### src/verilog/dcsm_defines.vh
`ifndef DCSM_DEFINES_VH
`define DCSM_DEFINES_VH

// avalon register word addresses (word index on a 4-bit word address)
`define DCSM_ADDR_SEL        4'h0
`define DCSM_ADDR_FORMAT     4'h1
`define DCSM_ADDR_JOG1       4'h2
`define DCSM_ADDR_JOG2       4'h3
`define DCSM_ADDR_GAP        4'h4
`define DCSM_ADDR_REACT      4'h5
`define DCSM_ADDR_STATUS     4'h6
`define DCSM_ADDR_SERIAL     4'h7

// selector field positions inside the selector register
`define DCSM_SEL_DIR_LSB     0
`define DCSM_SEL_SET_LSB     2
`define DCSM_SEL_PRE_LSB     4

// merge modes
`define DCSM_MODE_TERM       2'h0
`define DCSM_MODE_SER        2'h1
`define DCSM_MODE_AND        2'h2
`define DCSM_MODE_OR         2'h3

// reset values and legal limits
`define DCSM_SEL_RST         6'h3f
`define DCSM_FORMAT_RST      1'h1
`define DCSM_JOG_RST         16'h0064
`define DCSM_GAP_RST         7'h01
`define DCSM_GAP_MIN         7'h01
`define DCSM_GAP_MAX         7'h63
`define DCSM_REACT_RST       3'h0
`define DCSM_REACT_MAX       3'h5

// silence reactions
`define DCSM_REACT_OFF       3'h0
`define DCSM_REACT_FREEZE    3'h1
`define DCSM_REACT_STOP      3'h2
`define DCSM_REACT_JOG       3'h3
`define DCSM_REACT_MAXSPD    3'h4
`define DCSM_REACT_TRIP      3'h5

// timing
`define DCSM_CLK_HZ          20000000
`define DCSM_TICK_S          1
`define DCSM_TICK_CYCLES     (`DCSM_CLK_HZ * `DCSM_TICK_S)

`endif

### src/verilog/dcsm_sync.v
`timescale 1ns/10ps
`default_nettype none

// two-flop synchroniser for a group of pin inputs
module dcsm_sync #(
  parameter W = 1
) (
  input  wire         ref_clk_i,
  input  wire         nrst_i,
  input  wire [W-1:0] async_i,
  output wire [W-1:0] sync_o
);

  reg [W-1:0] meta_reg;
  reg [W-1:0] sync_reg;

  // first stage feeds only the second stage
  always @(posedge ref_clk_i or negedge nrst_i) begin
    if (!nrst_i) begin
      meta_reg <= {W{1'b0}};
      sync_reg <= {W{1'b0}};
    end else begin
      meta_reg <= async_i;
      sync_reg <= meta_reg;
    end
  end

  assign sync_o = sync_reg;

endmodule

`default_nettype wire

### src/verilog/dcsm_gap_timer.v
`timescale 1ns/10ps
`default_nettype none
`include "dcsm_defines.vh"

// telegram gap watchdog counting one-second ticks
module dcsm_gap_timer #(
  parameter [31:0] TICK_CYCLES = `DCSM_TICK_CYCLES
) (
  input  wire       ref_clk_i,
  input  wire       nrst_i,
  input  wire       telegram_i,
  input  wire [6:0] limit_i,
  output reg        loss_o,
  output reg        lost_o,
  output reg  [6:0] seconds_o
);

  reg [31:0] div_reg;
  wire       tick;

  assign tick = (div_reg == TICK_CYCLES - 32'h1);

  // divider restarts with each telegram so a full limit always elapses
  always @(posedge ref_clk_i or negedge nrst_i) begin
    if (!nrst_i) begin
      div_reg <= 32'h0;
    end else if (telegram_i || tick) begin
      div_reg <= 32'h0;
    end else begin
      div_reg <= div_reg + 32'h1;
    end
  end

  // second counter, single loss pulse when the limit is reached
  always @(posedge ref_clk_i or negedge nrst_i) begin
    if (!nrst_i) begin
      seconds_o <= 7'h0;
      loss_o    <= 1'b0;
      lost_o    <= 1'b0;
    end else begin
      loss_o <= 1'b0;
      if (telegram_i) begin
        seconds_o <= 7'h0; // [RQ14]
        lost_o    <= 1'b0;
      end else if (tick && !lost_o) begin
        if (seconds_o + 7'h1 >= limit_i) begin
          loss_o <= 1'b1; // [RQ14]
          lost_o <= 1'b1; // [RQ12]
        end
        seconds_o <= seconds_o + 7'h1;
      end
    end
  end

endmodule

`default_nettype wire

### src/verilog/dcsm_top.v
// Decided for this implementation: register access over Avalon-MM and the address map.
`timescale 1ns/10ps
`default_nettype none
`include "dcsm_defines.vh"

// Overview of operation
// [RQ1] direction follows the terminal input in mode 0 and the serial bit in mode 1, 1 meaning anti-clockwise.
// [RQ2] direction mode 2 needs both sources at 1 for anti-clockwise, mode 3 needs either.
// [RQ3] the parameter set is the two-bit code plus one, from terminal pair in mode 0 and serial pair in mode 1.
// [RQ4] set mode 2 ands the serial and terminal pairs bit by bit before adding one.
// [RQ5] set mode 3, the reset default, ors the pairs bit by bit before adding one.
// [RQ6] the preset reference has the same four merge modes and resets to the or mode.
// [RQ7] serial preset-reference bits count only while the native control format is chosen.
// [RQ8] with the fieldbus format the serial master may pick one of two jog speeds.
// [RQ9] both serial jog speeds range from 0 to the maximum frequency and reset to 10.0 Hz.
// [RQ10] a one-bit format selector picks fieldbus profile at 0 and native profile at 1, the default.
// [RQ11] the telegram gap limit ranges 1 to 99 seconds and resets to 1 second.
// [RQ12] the master must send within the gap limit, otherwise the link is lost and the reaction applies.
// [RQ13] the silence reaction is off, freeze, stop, jog, max speed or trip, and any of 1 to 5 drops the relay.
// [RQ14] every good telegram restarts the gap timer, which counts seconds and pulses once on loss.
// [RQ15] all merged selector outputs are registered on the system clock.
module dcsm_top #(
  parameter [31:0] TICK_CYCLES = `DCSM_TICK_CYCLES
) (
  input  wire        ref_clk_i,
  input  wire        nrst_i,
  // avalon-mm slave
  input  wire [3:0]  avs_address_i,
  input  wire        avs_read_i,
  input  wire        avs_write_i,
  input  wire [31:0] avs_writedata_i,
  input  wire [3:0]  avs_byteenable_i,
  output reg  [31:0] avs_readdata_o,
  output wire        avs_waitrequest_o,
  // terminal inputs (pins)
  input  wire        term_reverse_i,
  input  wire [1:0]  term_set_i,
  input  wire [1:0]  term_preset_i,
  // serial receiver side, same clock
  input  wire        telegram_ok_i,
  input  wire        ser_reverse_i,
  input  wire [1:0]  ser_set_i,
  input  wire [1:0]  ser_preset_i,
  input  wire        ser_jog_one_i,
  input  wire        ser_jog_two_i,
  // merged outputs
  output reg         reverse_o,
  output reg  [2:0]  active_set_o,
  output reg  [1:0]  preset_ref_o,
  output reg         native_control_format_o,
  output reg         jog_req_o,
  output reg  [15:0] jog_speed_o,
  output reg         link_lost_o,
  output reg         link_loss_pulse_o,
  output reg  [2:0]  link_silence_reaction_o,
  output reg         relay_drop_o
);

  // merge one bit by mode
  function merge_bit;
    input [1:0] mode;
    input       term;
    input       ser;
    begin
      case (mode)
        `DCSM_MODE_TERM: merge_bit = term;
        `DCSM_MODE_SER:  merge_bit = ser;
        `DCSM_MODE_AND:  merge_bit = term & ser;
        default:         merge_bit = term | ser;
      endcase
    end
  endfunction

  // clamp a gap limit into its legal range
  function [6:0] clamp_gap;
    input [6:0] v;
    begin
      if (v < `DCSM_GAP_MIN) begin
        clamp_gap = `DCSM_GAP_MIN;
      end else if (v > `DCSM_GAP_MAX) begin
        clamp_gap = `DCSM_GAP_MAX;
      end else begin
        clamp_gap = v;
      end
    end
  endfunction

  reg  [5:0]  sel_reg;
  reg         format_reg;
  reg  [15:0] jog1_reg;
  reg  [15:0] jog2_reg;
  reg  [6:0]  gap_reg;
  reg  [2:0]  react_reg;
  reg  [15:0] max_freq_reg;
  reg         wait_reg;

  wire [4:0]  term_sync;
  wire        loss_pulse;
  wire        lost;
  wire [6:0]  seconds;
  wire [1:0]  dir_mode;
  wire [1:0]  set_mode;
  wire [1:0]  pre_mode;
  wire [1:0]  ser_pre_eff;
  wire        wr_req;
  wire        rd_req;

  // terminal pins come from outside the clock domain
  dcsm_sync #(
    .W (5)
  ) u_sync (
    .ref_clk_i (ref_clk_i),
    .nrst_i    (nrst_i),
    .async_i   ({term_reverse_i, term_set_i, term_preset_i}),
    .sync_o    (term_sync)
  );

  dcsm_gap_timer #(
    .TICK_CYCLES (TICK_CYCLES)
  ) u_gap (
    .ref_clk_i  (ref_clk_i),
    .nrst_i     (nrst_i),
    .telegram_i (telegram_ok_i),
    .limit_i    (gap_reg),
    .loss_o     (loss_pulse),
    .lost_o     (lost),
    .seconds_o  (seconds)
  );

  assign dir_mode = sel_reg[`DCSM_SEL_DIR_LSB+1:`DCSM_SEL_DIR_LSB];
  assign set_mode = sel_reg[`DCSM_SEL_SET_LSB+1:`DCSM_SEL_SET_LSB];
  assign pre_mode = sel_reg[`DCSM_SEL_PRE_LSB+1:`DCSM_SEL_PRE_LSB];

  // serial preset bits are blanked outside the native format
  assign ser_pre_eff = format_reg ? ser_preset_i : 2'h0; // [RQ7]

  // one wait cycle per access; read data is latched in the wait cycle so it stands when waitrequest drops
  assign wr_req            = avs_write_i && wait_reg;
  assign rd_req            = avs_read_i && !wait_reg;
  assign avs_waitrequest_o = (avs_read_i || avs_write_i) && !wait_reg;

  always @(posedge ref_clk_i or negedge nrst_i) begin
    if (!nrst_i) begin
      wait_reg <= 1'b0;
    end else begin
      wait_reg <= (avs_read_i || avs_write_i) && !wait_reg;
    end
  end

  // register writes; low byte lanes carry the fields, upper lanes carry max_freq_reg in the format word
  always @(posedge ref_clk_i or negedge nrst_i) begin
    if (!nrst_i) begin
      sel_reg      <= `DCSM_SEL_RST; // [RQ5] [RQ6]
      format_reg   <= `DCSM_FORMAT_RST; // [RQ10]
      jog1_reg     <= `DCSM_JOG_RST; // [RQ9]
      jog2_reg     <= `DCSM_JOG_RST;
      gap_reg      <= `DCSM_GAP_RST; // [RQ11]
      react_reg    <= `DCSM_REACT_RST;
      max_freq_reg <= 16'hffff;
    end else if (wr_req) begin
      case (avs_address_i)
        `DCSM_ADDR_SEL: begin
          if (avs_byteenable_i[0]) sel_reg <= avs_writedata_i[5:0];
        end
        `DCSM_ADDR_FORMAT: begin
          if (avs_byteenable_i[0]) format_reg <= avs_writedata_i[0];
          if (avs_byteenable_i[2] && avs_byteenable_i[3]) max_freq_reg <= avs_writedata_i[31:16];
        end
        `DCSM_ADDR_JOG1: begin
          // values beyond the max frequency saturate [RQ9]
          if (avs_byteenable_i[1:0] == 2'h3) begin
            jog1_reg <= (avs_writedata_i[15:0] > max_freq_reg) ? max_freq_reg : avs_writedata_i[15:0];
          end
        end
        `DCSM_ADDR_JOG2: begin
          if (avs_byteenable_i[1:0] == 2'h3) begin
            jog2_reg <= (avs_writedata_i[15:0] > max_freq_reg) ? max_freq_reg : avs_writedata_i[15:0];
          end
        end
        `DCSM_ADDR_GAP: begin
          if (avs_byteenable_i[0]) gap_reg <= clamp_gap(avs_writedata_i[6:0]); // [RQ11]
        end
        `DCSM_ADDR_REACT: begin
          // out-of-range reactions are ignored
          if (avs_byteenable_i[0] && avs_writedata_i[2:0] <= `DCSM_REACT_MAX) begin
            react_reg <= avs_writedata_i[2:0]; // [RQ13]
          end
        end
        default: begin
        end
      endcase
    end
  end

  // read mux; unmapped words read zero
  always @(posedge ref_clk_i or negedge nrst_i) begin
    if (!nrst_i) begin
      avs_readdata_o <= 32'h0;
    end else if (rd_req) begin
      case (avs_address_i)
        `DCSM_ADDR_SEL:     avs_readdata_o <= {26'h0, sel_reg};
        `DCSM_ADDR_FORMAT:  avs_readdata_o <= {max_freq_reg, 15'h0, format_reg};
        `DCSM_ADDR_JOG1:    avs_readdata_o <= {16'h0, jog1_reg};
        `DCSM_ADDR_JOG2:    avs_readdata_o <= {16'h0, jog2_reg};
        `DCSM_ADDR_GAP:     avs_readdata_o <= {25'h0, gap_reg};
        `DCSM_ADDR_REACT:   avs_readdata_o <= {29'h0, react_reg};
        `DCSM_ADDR_STATUS:  avs_readdata_o <= {16'h0, seconds, 7'h0, relay_drop_o, link_lost_o};
        `DCSM_ADDR_SERIAL:  avs_readdata_o <= {24'h0, active_set_o, preset_ref_o, reverse_o, 2'h0};
        default:            avs_readdata_o <= 32'h0;
      endcase
    end
  end

  // merged selectors, registered so outputs move only on edges
  always @(posedge ref_clk_i or negedge nrst_i) begin
    if (!nrst_i) begin
      reverse_o    <= 1'b0;
      active_set_o <= 3'h1;
      preset_ref_o <= 2'h0;
    end else begin
      reverse_o    <= merge_bit(dir_mode, term_sync[4], ser_reverse_i); // [RQ1] [RQ2] [RQ15]
      active_set_o <= {1'b0, merge_bit(set_mode, term_sync[3], ser_set_i[1]),
                       merge_bit(set_mode, term_sync[2], ser_set_i[0])} + 3'h1; // [RQ3] [RQ4] [RQ5] [RQ15]
      preset_ref_o <= {merge_bit(pre_mode, term_sync[1], ser_pre_eff[1]),
                       merge_bit(pre_mode, term_sync[0], ser_pre_eff[0])}; // [RQ6] [RQ15]
    end
  end

  // jog selection only in the fieldbus format; jog one wins a tie
  always @(posedge ref_clk_i or negedge nrst_i) begin
    if (!nrst_i) begin
      native_control_format_o <= `DCSM_FORMAT_RST;
      jog_req_o               <= 1'b0;
      jog_speed_o             <= 16'h0;
    end else begin
      native_control_format_o <= format_reg; // [RQ10]
      jog_req_o               <= !format_reg && (ser_jog_one_i || ser_jog_two_i); // [RQ8]
      if (!format_reg && ser_jog_one_i) begin
        jog_speed_o <= jog1_reg; // [RQ8]
      end else if (!format_reg && ser_jog_two_i) begin
        jog_speed_o <= jog2_reg;
      end else begin
        jog_speed_o <= 16'h0;
      end
    end
  end

  // silence reaction; held until a telegram arrives again
  always @(posedge ref_clk_i or negedge nrst_i) begin
    if (!nrst_i) begin
      link_lost_o             <= 1'b0;
      link_loss_pulse_o       <= 1'b0;
      link_silence_reaction_o <= `DCSM_REACT_OFF;
      relay_drop_o            <= 1'b0;
    end else begin
      link_lost_o             <= lost; // [RQ12]
      link_loss_pulse_o       <= loss_pulse;
      link_silence_reaction_o <= lost ? react_reg : `DCSM_REACT_OFF; // [RQ13]
      relay_drop_o            <= lost && (react_reg != `DCSM_REACT_OFF); // [RQ13]
    end
  end

endmodule

`default_nettype wire

### config.mk
export PLATFORM = sky130hd
export DESIGN_NAME = dcsm_top
export DESIGN_NICKNAME = d
export VERILOG_FILES = /design/src/verilog/dcsm_sync.v /design/src/verilog/dcsm_gap_timer.v /design/src/verilog/dcsm_top.v
export VERILOG_INCLUDE_DIRS = /design/src /design/src/verilog
export SDC_FILE = /design/constraint.sdc
export NUM_CORES = 1
export LEC_CHECK = 0
export BUFFER_PORTS_ARGS = -buffer_cell sky130_fd_sc_hd__buf_2
export CORE_MARGIN = 3
export CORE_UTILIZATION = 40
export DETAILED_ROUTE_END_ITERATION = 16
export HOLD_SLACK_MARGIN = 0.08
export SLEW_MARGIN = 20
export SYNTH_ARGS = -nofsm -noshare
export SYNTH_HDL_FRONTEND = slang
export SYNTH_SLANG_ARGS = --single-unit
### constraint.sdc
create_clock -name ref_clk_i -period 2.45 [get_ports ref_clk_i]
set_clock_uncertainty 0.15 [all_clocks]
set_input_delay 0.3675 -clock ref_clk_i [delete_from_list [all_inputs] [get_ports ref_clk_i]]
set_output_delay 0.3675 -clock ref_clk_i [all_outputs]
set_load 0.01 [all_outputs]
=== Word-level counts from Yosys, hierarchy flattened ===
Cells that the tools add are included.

* Bits of input ports: 57
* Bits in registers: 179
* Word-level logic and storage cells: 111
* Output and inout port bits: 63

* Bitwise operators: 10
* Mux-type cells: 22
* Equality and inequality tests: 15
* Order comparisons: 5
* Add/subtract/negate cells: 3
* Reductions and logical operators: 31

{| class="wikitable"
|+ Operators by type and width
! cell !! number
|-
| case mux 32 bit (8 select lines) || 1
|-
| two-way mux 16 bit || 3
|-
| adder 32 x 1 -> 32 bit (second input constant) || 1
|-
| equality test 32 x 25 -> 1 bit (second input constant) || 1
|-
| two-way mux 32 bit || 1
|-
| two-way mux 7 bit || 4
|-
| AND reduction 3 bit || 7
|-
| equality test 4 x 3 -> 1 bit (second input constant) || 4
|-
| > comparator 16 bit || 1
|-
| case mux 1 bit (3 select lines) || 5
|-
| logical AND 1 bit || 10
|-
| equality test 2 bit (second input constant) || 4
|-
| equality test 4 x 2 -> 1 bit (second input constant) || 2
|-
| adder 7 x 1 -> 7 bit (second input constant) || 1
|-
| greater-or-equal comparator 7 bit || 1
|-
| > comparator 7 bit (second input constant) || 1
|-
| less-than comparator 7 x 1 -> 1 bit (second input constant) || 1
|-
| equality test 2 x 1 -> 1 bit (second input constant) || 3
|-
| logical NOT 2 bit || 3
|-
| two-way mux 1 bit || 6
|-
| bitwise AND 1 bit || 5
|-
| bitwise OR 1 bit || 5
|-
| equality test 4 x 1 -> 1 bit (second input constant) || 1
|-
| logical NOT 4 bit || 1
|-
| 9 further kinds || 14
|}

=== Logic depth before layout (Yosys ltp) ===
Gate-level depths: netlist of the first run.

* Depth in word-level cells: 5
* Gate-level depth with buffers: 9
* Mapped depth without buffers: 8

=== Cells and area by module ===
A second synthesis of the first run with hierarchy kept.

* Cell total of the unflattened synthesis: 823
* Area total of the unflattened synthesis: 8513.2 um^2

{| class="wikitable"
|+ Modules (own cells, without submodules)
! module !! cells each !! instances !! area an instance (um^2)
|-
| dcsm_top || 539 || 1 || 5698.0
|-
| dcsm_gap_timer || 274 || 1 || 2565.0
|-
| dcsm_sync || 10 || 1 || 250.2
|}

=== Worst setup path after synthesis of the first run ===
OpenSTA, ideal clock, no wires.

* Kind: register to register
* Start: reg max_freq_reg[9]
* End: reg jog1_reg[2]
* Required time: 2223 ps
* Data arrival time: 2066 ps
* Buffers on the path: 1
* Period minus slack after synthesis: 2293 ps
* Path slack: 157 ps
* Setup time: 77 ps
* Cell stages (with the launch flop): 9
* Path through: dfstp_2 inv_1 ha_1 and4_4 nand3b_4 o221a_2 buf_2 or3_1 a31oi_1

* Cells in the longest elaborated chain, start to end: 2

{| class="wikitable"
|+ RTL lines
! what !! line !! RTL
|-
| from (decl) || dcsm_top.v:94 || <nowiki>reg [15:0] max_freq_reg;</nowiki>
|-
| from (signal assigned) || dcsm_top.v:167 || <nowiki>if (avs_byteenable_i[2] && avs_byteenable_i[3]) max_freq_reg <= avs_writedata_i[31:16];</nowiki>
|-
| > comparator 16 bit || dcsm_top.v:172 || <nowiki>jog1_reg <= (avs_writedata_i[15:0] > max_freq_reg) ? max_freq_reg : avs_writedata_i[15:0];</nowiki>
|-
| two-way mux 16 bit || dcsm_top.v:172 ||
|-
| to (signal assigned) || dcsm_top.v:155 || <nowiki>jog1_reg <= `DCSM_JOG_RST;</nowiki>
|-
| to (signal assigned) || dcsm_top.v:172 ||
|-
| to (decl) || dcsm_top.v:90 || <nowiki>reg [15:0] jog1_reg;</nowiki>
|}

Every way passes these cells.
A chain may end at the register's enable or synchronous reset.

=== Worst setup path after layout of the first run ===
* Start: reg max_freq_reg[10]
* End: reg jog2_reg[4]

* Cells in the longest elaborated chain, start to end: 2

{| class="wikitable"
|+ RTL lines
! what !! line !! RTL
|-
| > comparator 16 bit || dcsm_top.v:177 || <nowiki>jog2_reg <= (avs_writedata_i[15:0] > max_freq_reg) ? max_freq_reg : avs_writedata_i[15:0];</nowiki>
|-
| two-way mux 16 bit || dcsm_top.v:177 ||
|-
| to (signal assigned) || dcsm_top.v:156 || <nowiki>jog2_reg <= `DCSM_JOG_RST;</nowiki>
|-
| to (signal assigned) || dcsm_top.v:177 ||
|-
| to (decl) || dcsm_top.v:91 || <nowiki>reg [15:0] jog2_reg;</nowiki>
|}

Every way passes these cells.

==> impl_metrics.py, run 1 <==
metrics = {
    "logic_synthesis": {
        "synth_nets": 907,
        "synth_flop_cell": "dfrtp_1",
        "synth_seq_cells": 179,
        "syn_avg_cell_area_um2": 10.2,
        "synth_top_area_cell": "dfrtp_1",
        "synth_edf_count": 0,
        "netlist_area_mm2": 0.00844,
        "synth_cells": 824,
        "yosysMostFrequentCell": "dfrtp_1",
        "synth_area_leaders": "dfrtp_1, dfstp_2, nor2_1",
        "ys_top_cells_by_count": "dfrtp_1, nor2_1, nand2_1",
        "synth-warning-count": 0,
        "netlist.area_leader.share_pct": 43.6,
        "seq_area_frac_synth_pct": 53.5,
        "synth_cell_type_count": 59,
        "synthArstFlopShare_pct": 100,
    },
    "cells_and_area": {
        "nets": 1092,
        "layout-drive-gt1-share_pct": 29.0,
        "post-route-util_pct": 53.0,
        "finalInstanceArea_mm2": 0.0109,
        "antenna_cells": 0,
        "area_growth_pct": 28.6,
        "instances_no_fill": 1292,
    },
    "die": {
        "die_w_um": 151,
        "ios": 120,
        "start_util_pct": 41.2,
        "die_area_mm2": 0.0229,
        "design.core.area_mm2": 0.0205,
        "rows": 52,
        "die_y_um": 151,
    },
    "critical_path": {
        "worstPathArrival_ns": 2.64,
        "r2r_cells": 9,
        "worst_ep_required_time_ns": 2.64,
        "crit_fanout": 8,
        "cp-end-kind": "flop",
        "reg2reg_to": "jog2_reg[4]",
        "worst_setup_path_start_kind": "flop",
        "ff2ff_setup_slack_ns": 0.001,
        "r2r-start": "max_freq_reg[10]",
        "worstSetupPathType": "reg -> reg",
    },
    "timing": {
        "worst_slack_ns": 0.000976,
        "final.period_utilization_pct": 100,
        "tightest_slew_ns": 0.787,
        "fin_crit_ns": 2.45,
        "max-slew-margin-rel_pct": 47.5,
        "drv_slew": 0,
        "hold_viol": 0,
        "tns_ns": 0,
        "rsz0062_at_grt": "yes",
        "timing.hold.ws_ns": 0.105,
        "fmax_mhz": 408,
        "setup_viol": 0,
    },
    "route": {
        "vias": 7006,
        "drc": 0,
        "ant_nets": 0,
        "wirelength_mm": 24.1,
        "drtIter0Drc": 540,
        "via_per_inst": 5.42,
        "routedWlPerCell_um": 18.7,
        "wl_met1_mm": 11.4,
        "wl_met2_mm": 10.7,
        "first_pass_iters": 6,
        "wl_met3_mm": 1.56,
        "top_layer_used": "met5",
    },
    "grt": {
        "overflow": 0,
        "grt_max_degree": 57,
        "grt_pass1_wl_mm": 36.4,
        "antenna_found_initial": 1,
        "grt_usage_pct": 21.0,
        "grt_pass1_vias": 6402,
    },
    "power": {
        "ir_drop_uv": 527,
        "power_mw": 7.29,
        "power.density_mw_per_mm2": 672,
        "total_leakage_power_nw": 5.16,
    },
    "hold_path": {
        "whs_endpoint": "jog2_reg[11]",
        "worstHoldPathCells": 3,
        "hp-start": "avs_writedata_i[11]",
        "hold_class": "in -> reg",
    },
    "status": {
        "status": "finished, final reports clean",
    },
    "placed_design": {
        "dp_hpwl_mm": 17.2,
        "portBuffers": 119,
        "place_ws_ns": -0.120,
        "routabilityCongestion": 0.887,
        "dp.cells": 1220,
        "place_area_mm2": 0.00962,
    },
    "cts": {
        "numClockSinks": 179,
        "cts.path.max_buffers": 2,
        "clk_root_buffer_cell": "clkbuf_16",
        "clk_pin_slew_worst_paths_ns": 0.07,
        "clkLatencyLatePin_ns": 0.43,
        "htreeDepth": 4,
        "cts_tree": "yes",
        "cts_made_buffers": 17,
    },
    "run": {
        "max_cap_viol_count": 0,
    },
}
==> layout make-up <==
cell class	count	area (um2)
fillers	1838	9640
flip-flops and latches	179	4520
multi-input cells	576	3870
repair buffers	205	1460
clock buffers	22	474
well taps	270	338
inverters	30	113
clock inverters	10	77.6
==> power by group <==
part / internal, mW / leakage (nW) / switching [mW]
registers: 3.26 / 2.30 / 0.183
logic: 0.554 / 2.60 / 0.722
clock network: 1.39 / 0.267 / 1.18
total: 5.21 / 5.16 / 2.09
==> worst max-delay path: stages, from the launching register on <==
cell and delay [ns]:
dfstp_2 0.53, inv_2 0.05, ha_4 0.24, a21oi_2 0.14, nand2_1 0.12, a221oi_4 0.37
o221a_2 0.29, buf_6 0.15, o21ai_0 0.12, a31oi_1 0.18
==> timing repair <==
item	in CTS	in global routing
resized for setup	2	51
gates cloned	2	3
endpoints found under the setup margin	32	33
buffers inserted	2	6
hold endpoints to repair	70	0
pin swaps	2	28
hold buffers	30	0
==> cell usage in the layout, fill, tap and decap left out, types with 19 or more instances in the layout <==
master / synthesis / routed
o21ai_0: 58 / 43
buf_2: 13 / 118
clkbuf_16: 0 / 19
a22o_1: 26 / 26
inv_1: 30 / 25
dlygate4sd3_1: 0 / 30
dfrtp_1: 147 / 147
buf_4: 0 / 43
nand3_1: 20 / 20
dfstp_2: 32 / 32
nand2_1: 88 / 87
xor2_1: 29 / 29
nor2_1: 95 / 95
a31oi_1: 33 / 33
==> how the worst max path moves through the flow <==
stage                     start           to  depth (start not counted)
2_1_floorplan   max_freq_reg[9]  jog1_reg[2]                          8
3_3_place_gp    max_freq_reg[7]  jog2_reg[0]                          8
3_5_place_dp   max_freq_reg[10]  jog1_reg[9]                          8
4_1_cts        max_freq_reg[11]  jog2_reg[0]                          7
5_1_grt        max_freq_reg[10]  jog1_reg[4]                          9
6_report       max_freq_reg[10]  jog2_reg[4]                          9
==> per-layer routing <==
metal,global-route usage [%],up-vias
met4,5.44,2
met2,31.0,259
li1,-,3311
met1,31.7,3401
met5,0,-
met3,3.80,33
==> cells by family (layout without fill, tap and decap cells) <==
kind of cell | Yosys count | after routing | synth area share [%]
flops | 179 | 179 | 53.5
mux | 25 | 25 | 3.10
compound gates | 181 | 183 | 13.7
fa+ha+maj | 26 | 26 | 3.85
simple gates | 302 | 302 | 18.0
buf+inv | 71 | 267 | 3.72
xor+xnor | 40 | 40 | 4.15
(Power assumes the default switching activity.)
==> run 2, diff against run 1 <==
--- a/config.mk
+++ b/config.mk
@@ -6,6 +6,7 @@
 export SDC_FILE = /design/constraint.sdc
 export NUM_CORES = 1
 export LEC_CHECK = 0
+export ABC_AREA = 1
 export BUFFER_PORTS_ARGS = -buffer_cell sky130_fd_sc_hd__buf_2
 export CORE_MARGIN = 3
 export CORE_UTILIZATION = 40
==> run 2 against run 1 <==
Compared with the run above: first-iteration DRC count is 3.9% lower; via count up 9.4%; worst hold slack lost 0.0025 ns; worst setup slack better by 0.21 ns; cell area shrank 1.9%; cell count grew 16%; maximum frequency increased by 9.5%; combinational power fell by 32%; die area rose by 4.4%; non-clock buffer count down 39; critical path type unchanged; critical endpoint is now jog1_reg[1]; highest routed layer is now met4.
==> impl_metrics.py, run 2 <==
metrics = {
    "logic_synthesis": {
        "synthArstFlopShare_pct": 100,
        "netlist.area_leader.share_pct": 41.7,
        "seq_area_frac_synth_pct": 51.2,
        "synth_cell_type_count": 43,
        "ys_top_cells_by_count": "nand2_1, dfrtp_1, inv_1",
        "synth_cells": 1052,
        "synth_seq_cells": 179,
        "synth_nets": 1135,
        "synth-warning-count": 0,
        "synth_area_leaders": "dfrtp_1, nand2_1, dfstp_2",
        "synth_flop_cell": "dfrtp_1",
        "yosysMostFrequentCell": "nand2_1",
        "syn_avg_cell_area_um2": 8.39,
        "netlist_area_mm2": 0.00883,
        "synth_edf_count": 0,
        "synth_top_area_cell": "dfrtp_1",
    },
    "critical_path": {
        "reg2reg_to": "jog1_reg[1]",
        "critPathBufInv": 1,
        "cp-end-kind": "flop",
        "cp_cell_sequence": "inv_1 > ha_1 > a21oi_1 > nor2_1 > nor2_1 > nand2_1 > nand2_1 > nand2_2 > nand2_2 > nand2_1 > nand3_1 > nand2_1",
        "crit_fanout": 16,
        "r2r-start": "max_freq_reg[5]",
        "worst_ep_required_time_ns": 2.62,
        "crit_family": "simple AND/OR/NAND/NOR gates",
        "worstSetupPathType": "reg -> reg",
        "worst_path_largest_cell_delay_ns": 0.51,
        "worstPathArrival_ns": 2.41,
        "r2r_cells": 12,
        "slowest_stage": "dfstp_2",
        "path_common_cell": "nand2_1",
        "worst_setup_path_start_kind": "flop",
        "ff2ff_setup_slack_ns": 0.21,
    },
    "cells_and_area": {
        "antenna_cells": 0,
        "instances_no_fill": 1496,
        "finalInstanceArea_mm2": 0.0106,
        "nets": 1292,
        "seq_area_mm2": 0.00452,
        "final_cell_mix": "nand2_1, dfrtp_1, buf_2",
        "layout-drive-gt1-share_pct": 19.0,
        "layout_commonest_cell": "nand2_1",
        "area_growth_pct": 20.6,
        "fillers": 2110,
        "multi_input_area_mm2": 0.00369,
    },
    "die": {
        "die_y_um": 155,
        "design.core.area_mm2": 0.0214,
        "die_area_mm2": 0.0239,
        "ios": 120,
        "start_util_pct": 41.4,
        "die_w_um": 155,
        "rows": 53,
    },
    "cts": {
        "clk_pin_slew_worst_paths_ns": 0.07,
        "cts_made_buffers": 17,
        "clkLatencyLatePin_ns": 0.43,
        "post_cts_resized": 0,
        "cts_tree": "yes",
        "numClockSinks": 179,
        "cts.path.max_buffers": 2,
        "clk_root_buffer_cell": "clkbuf_16",
        "htreeDepth": 4,
    },
    "timing": {
        "final.period_utilization_pct": 91.3,
        "tns_ns": 0,
        "rsz0062_at_grt": "no",
        "hold_viol": 0,
        "fmax_mhz": 447,
        "fin_crit_ns": 2.24,
        "drv_slew": 0,
        "setup_viol": 0,
        "max-slew-margin-rel_pct": 30.0,
        "tightest_slew_ns": 1.05,
    },
    "route": {
        "ant_nets": 0,
        "wirelength_mm": 24.2,
        "via_per_inst": 5.12,
        "drc": 0,
        "routedWlPerCell_um": 16.2,
        "vias": 7666,
        "drtIter0Drc": 519,
        "first_pass_iters": 7,
    },
    "hold_path": {
        "whs_endpoint": "wait_reg",
        "hold_class": "in -> reg",
        "hp-start": "avs_write_i",
        "worstHoldPathCells": 3,
    },
    "placed_design": {
        "place_area_mm2": 0.00981,
        "portBuffers": 119,
        "routabilityCongestion": 0.884,
        "dp_hpwl_mm": 17.8,
        "dp.cells": 1437,
    },
    "grt": {
        "overflow": 0,
        "grt_pass1_vias": 7512,
        "grt_max_degree": 57,
        "grt_usage_pct": 20.7,
        "antenna_found_initial": 0,
        "grt_pass1_wl_mm": 39.6,
    },
    "power": {
        "power.density_mw_per_mm2": 644,
        "ir_drop_uv": 401,
        "total_leakage_power_nw": 5.45,
    },
    "status": {
        "status": "finished, final reports clean",
    },
    "run": {
        "max_cap_viol_count": 0,
    },
}
## run 2: cell types whose count changed after synthesis, moves of 16 or more
cell	change
nand2_1	+177
inv_1	+86
nand3_1	+86
a31oi_1	-31
nor3_1	+28
a22o_1	-26
or3_1	-20
a21oi_1	+18
mux2i_1	-16
## run 2: power by group
group	internal (mW)	leakage [nW]	total, mW	switching [mW]
registers	3.21	2.31	3.35	0.135
logic	0.315	2.86	0.871	0.556
clock network	1.46	0.273	2.64	1.18
## run 2: cells by family (layout without fill, tap and decap cells)
group | Yosys count | after routing | share of synthesized area, %
fa+ha+maj | 26 | 26 | 3.68
compound gates | 132 | 132 | 8.61
xor+xnor | 23 | 23 | 2.28
flops | 179 | 179 | 51.2
simple gates | 539 | 539 | 27.2
buf+inv | 153 | 322 | 7.03
## run 2: how the worst max path moves through the flow
stage / slack (ns) / depth (start not counted) / to / startpoint
2_1_floorplan: 0.34 / 11 / u_gap.lost_o / u_gap.seconds_o[0]
3_3_place_gp: 0.29 / 11 / u_gap.lost_o / u_gap.seconds_o[1]
3_5_place_dp: 0.23 / 12 / jog1_reg[1] / max_freq_reg[5]
4_1_cts: 0.21 / 12 / jog1_reg[1] / max_freq_reg[5]
5_1_grt: 0.05 / 17 / jog1_reg[0] / avs_writedata_i[0]
6_report: 0.21 / 12 / jog1_reg[1] / max_freq_reg[5]
## run 2: timing repair
| item | CTS | global route |
|---|---|---|
| hold endpoints to repair | 65 | 0 |
| hold buffers | 28 | 0 |
| setup buffers | 0 | 0 |
## run 2: through the flow
step | util, % | hold WS, ns | setup slack (ns) | power [mW]
4_1_cts | 49.9 | 0.0807 | 0.214 | 6.92
3_5_place_dp | 45.9 | 0.162 | 0.226 | 4.24
6_report | 49.9 | 0.102 | 0.214 | 6.86
2_1_floorplan | - | -0.0781 | 0.339 | 3.83
5_1_grt | 49.9 | 0.0939 | 0.0463 | 7.19
3_3_place_gp | 45.9 | 0.158 | 0.294 | 4.22
## run 2: metal layers
metal / up-vias / GRT usage, % / share of wire (%)
met1: 3686 / 28.7 / 46
met5: - / 0 / 0
met3: 29 / 4.84 / 5.8
li1: 3751 / - / -
met2: 200 / 32.8 / 47
met4: 0 / 5.47 / 1.6
## run 2: tightest hold or removal path, stage by stage
cell and delay (ns):
buf_2 0.12, nor2_1 0.09, nor2_1 0.06
## run 2: cell type report
| cell class | count | share of cell area, % |
|---|---|---|
| inverters | 125 | 4.41 |
| flip-flops and latches | 179 | 42.4 |
| repair buffers | 166 | 9.98 |
| clock buffers | 20 | 4.29 |
| clock inverters | 11 | 0.975 |
| multi-input cells | 720 | 34.7 |
| well taps | 275 | 3.23 |
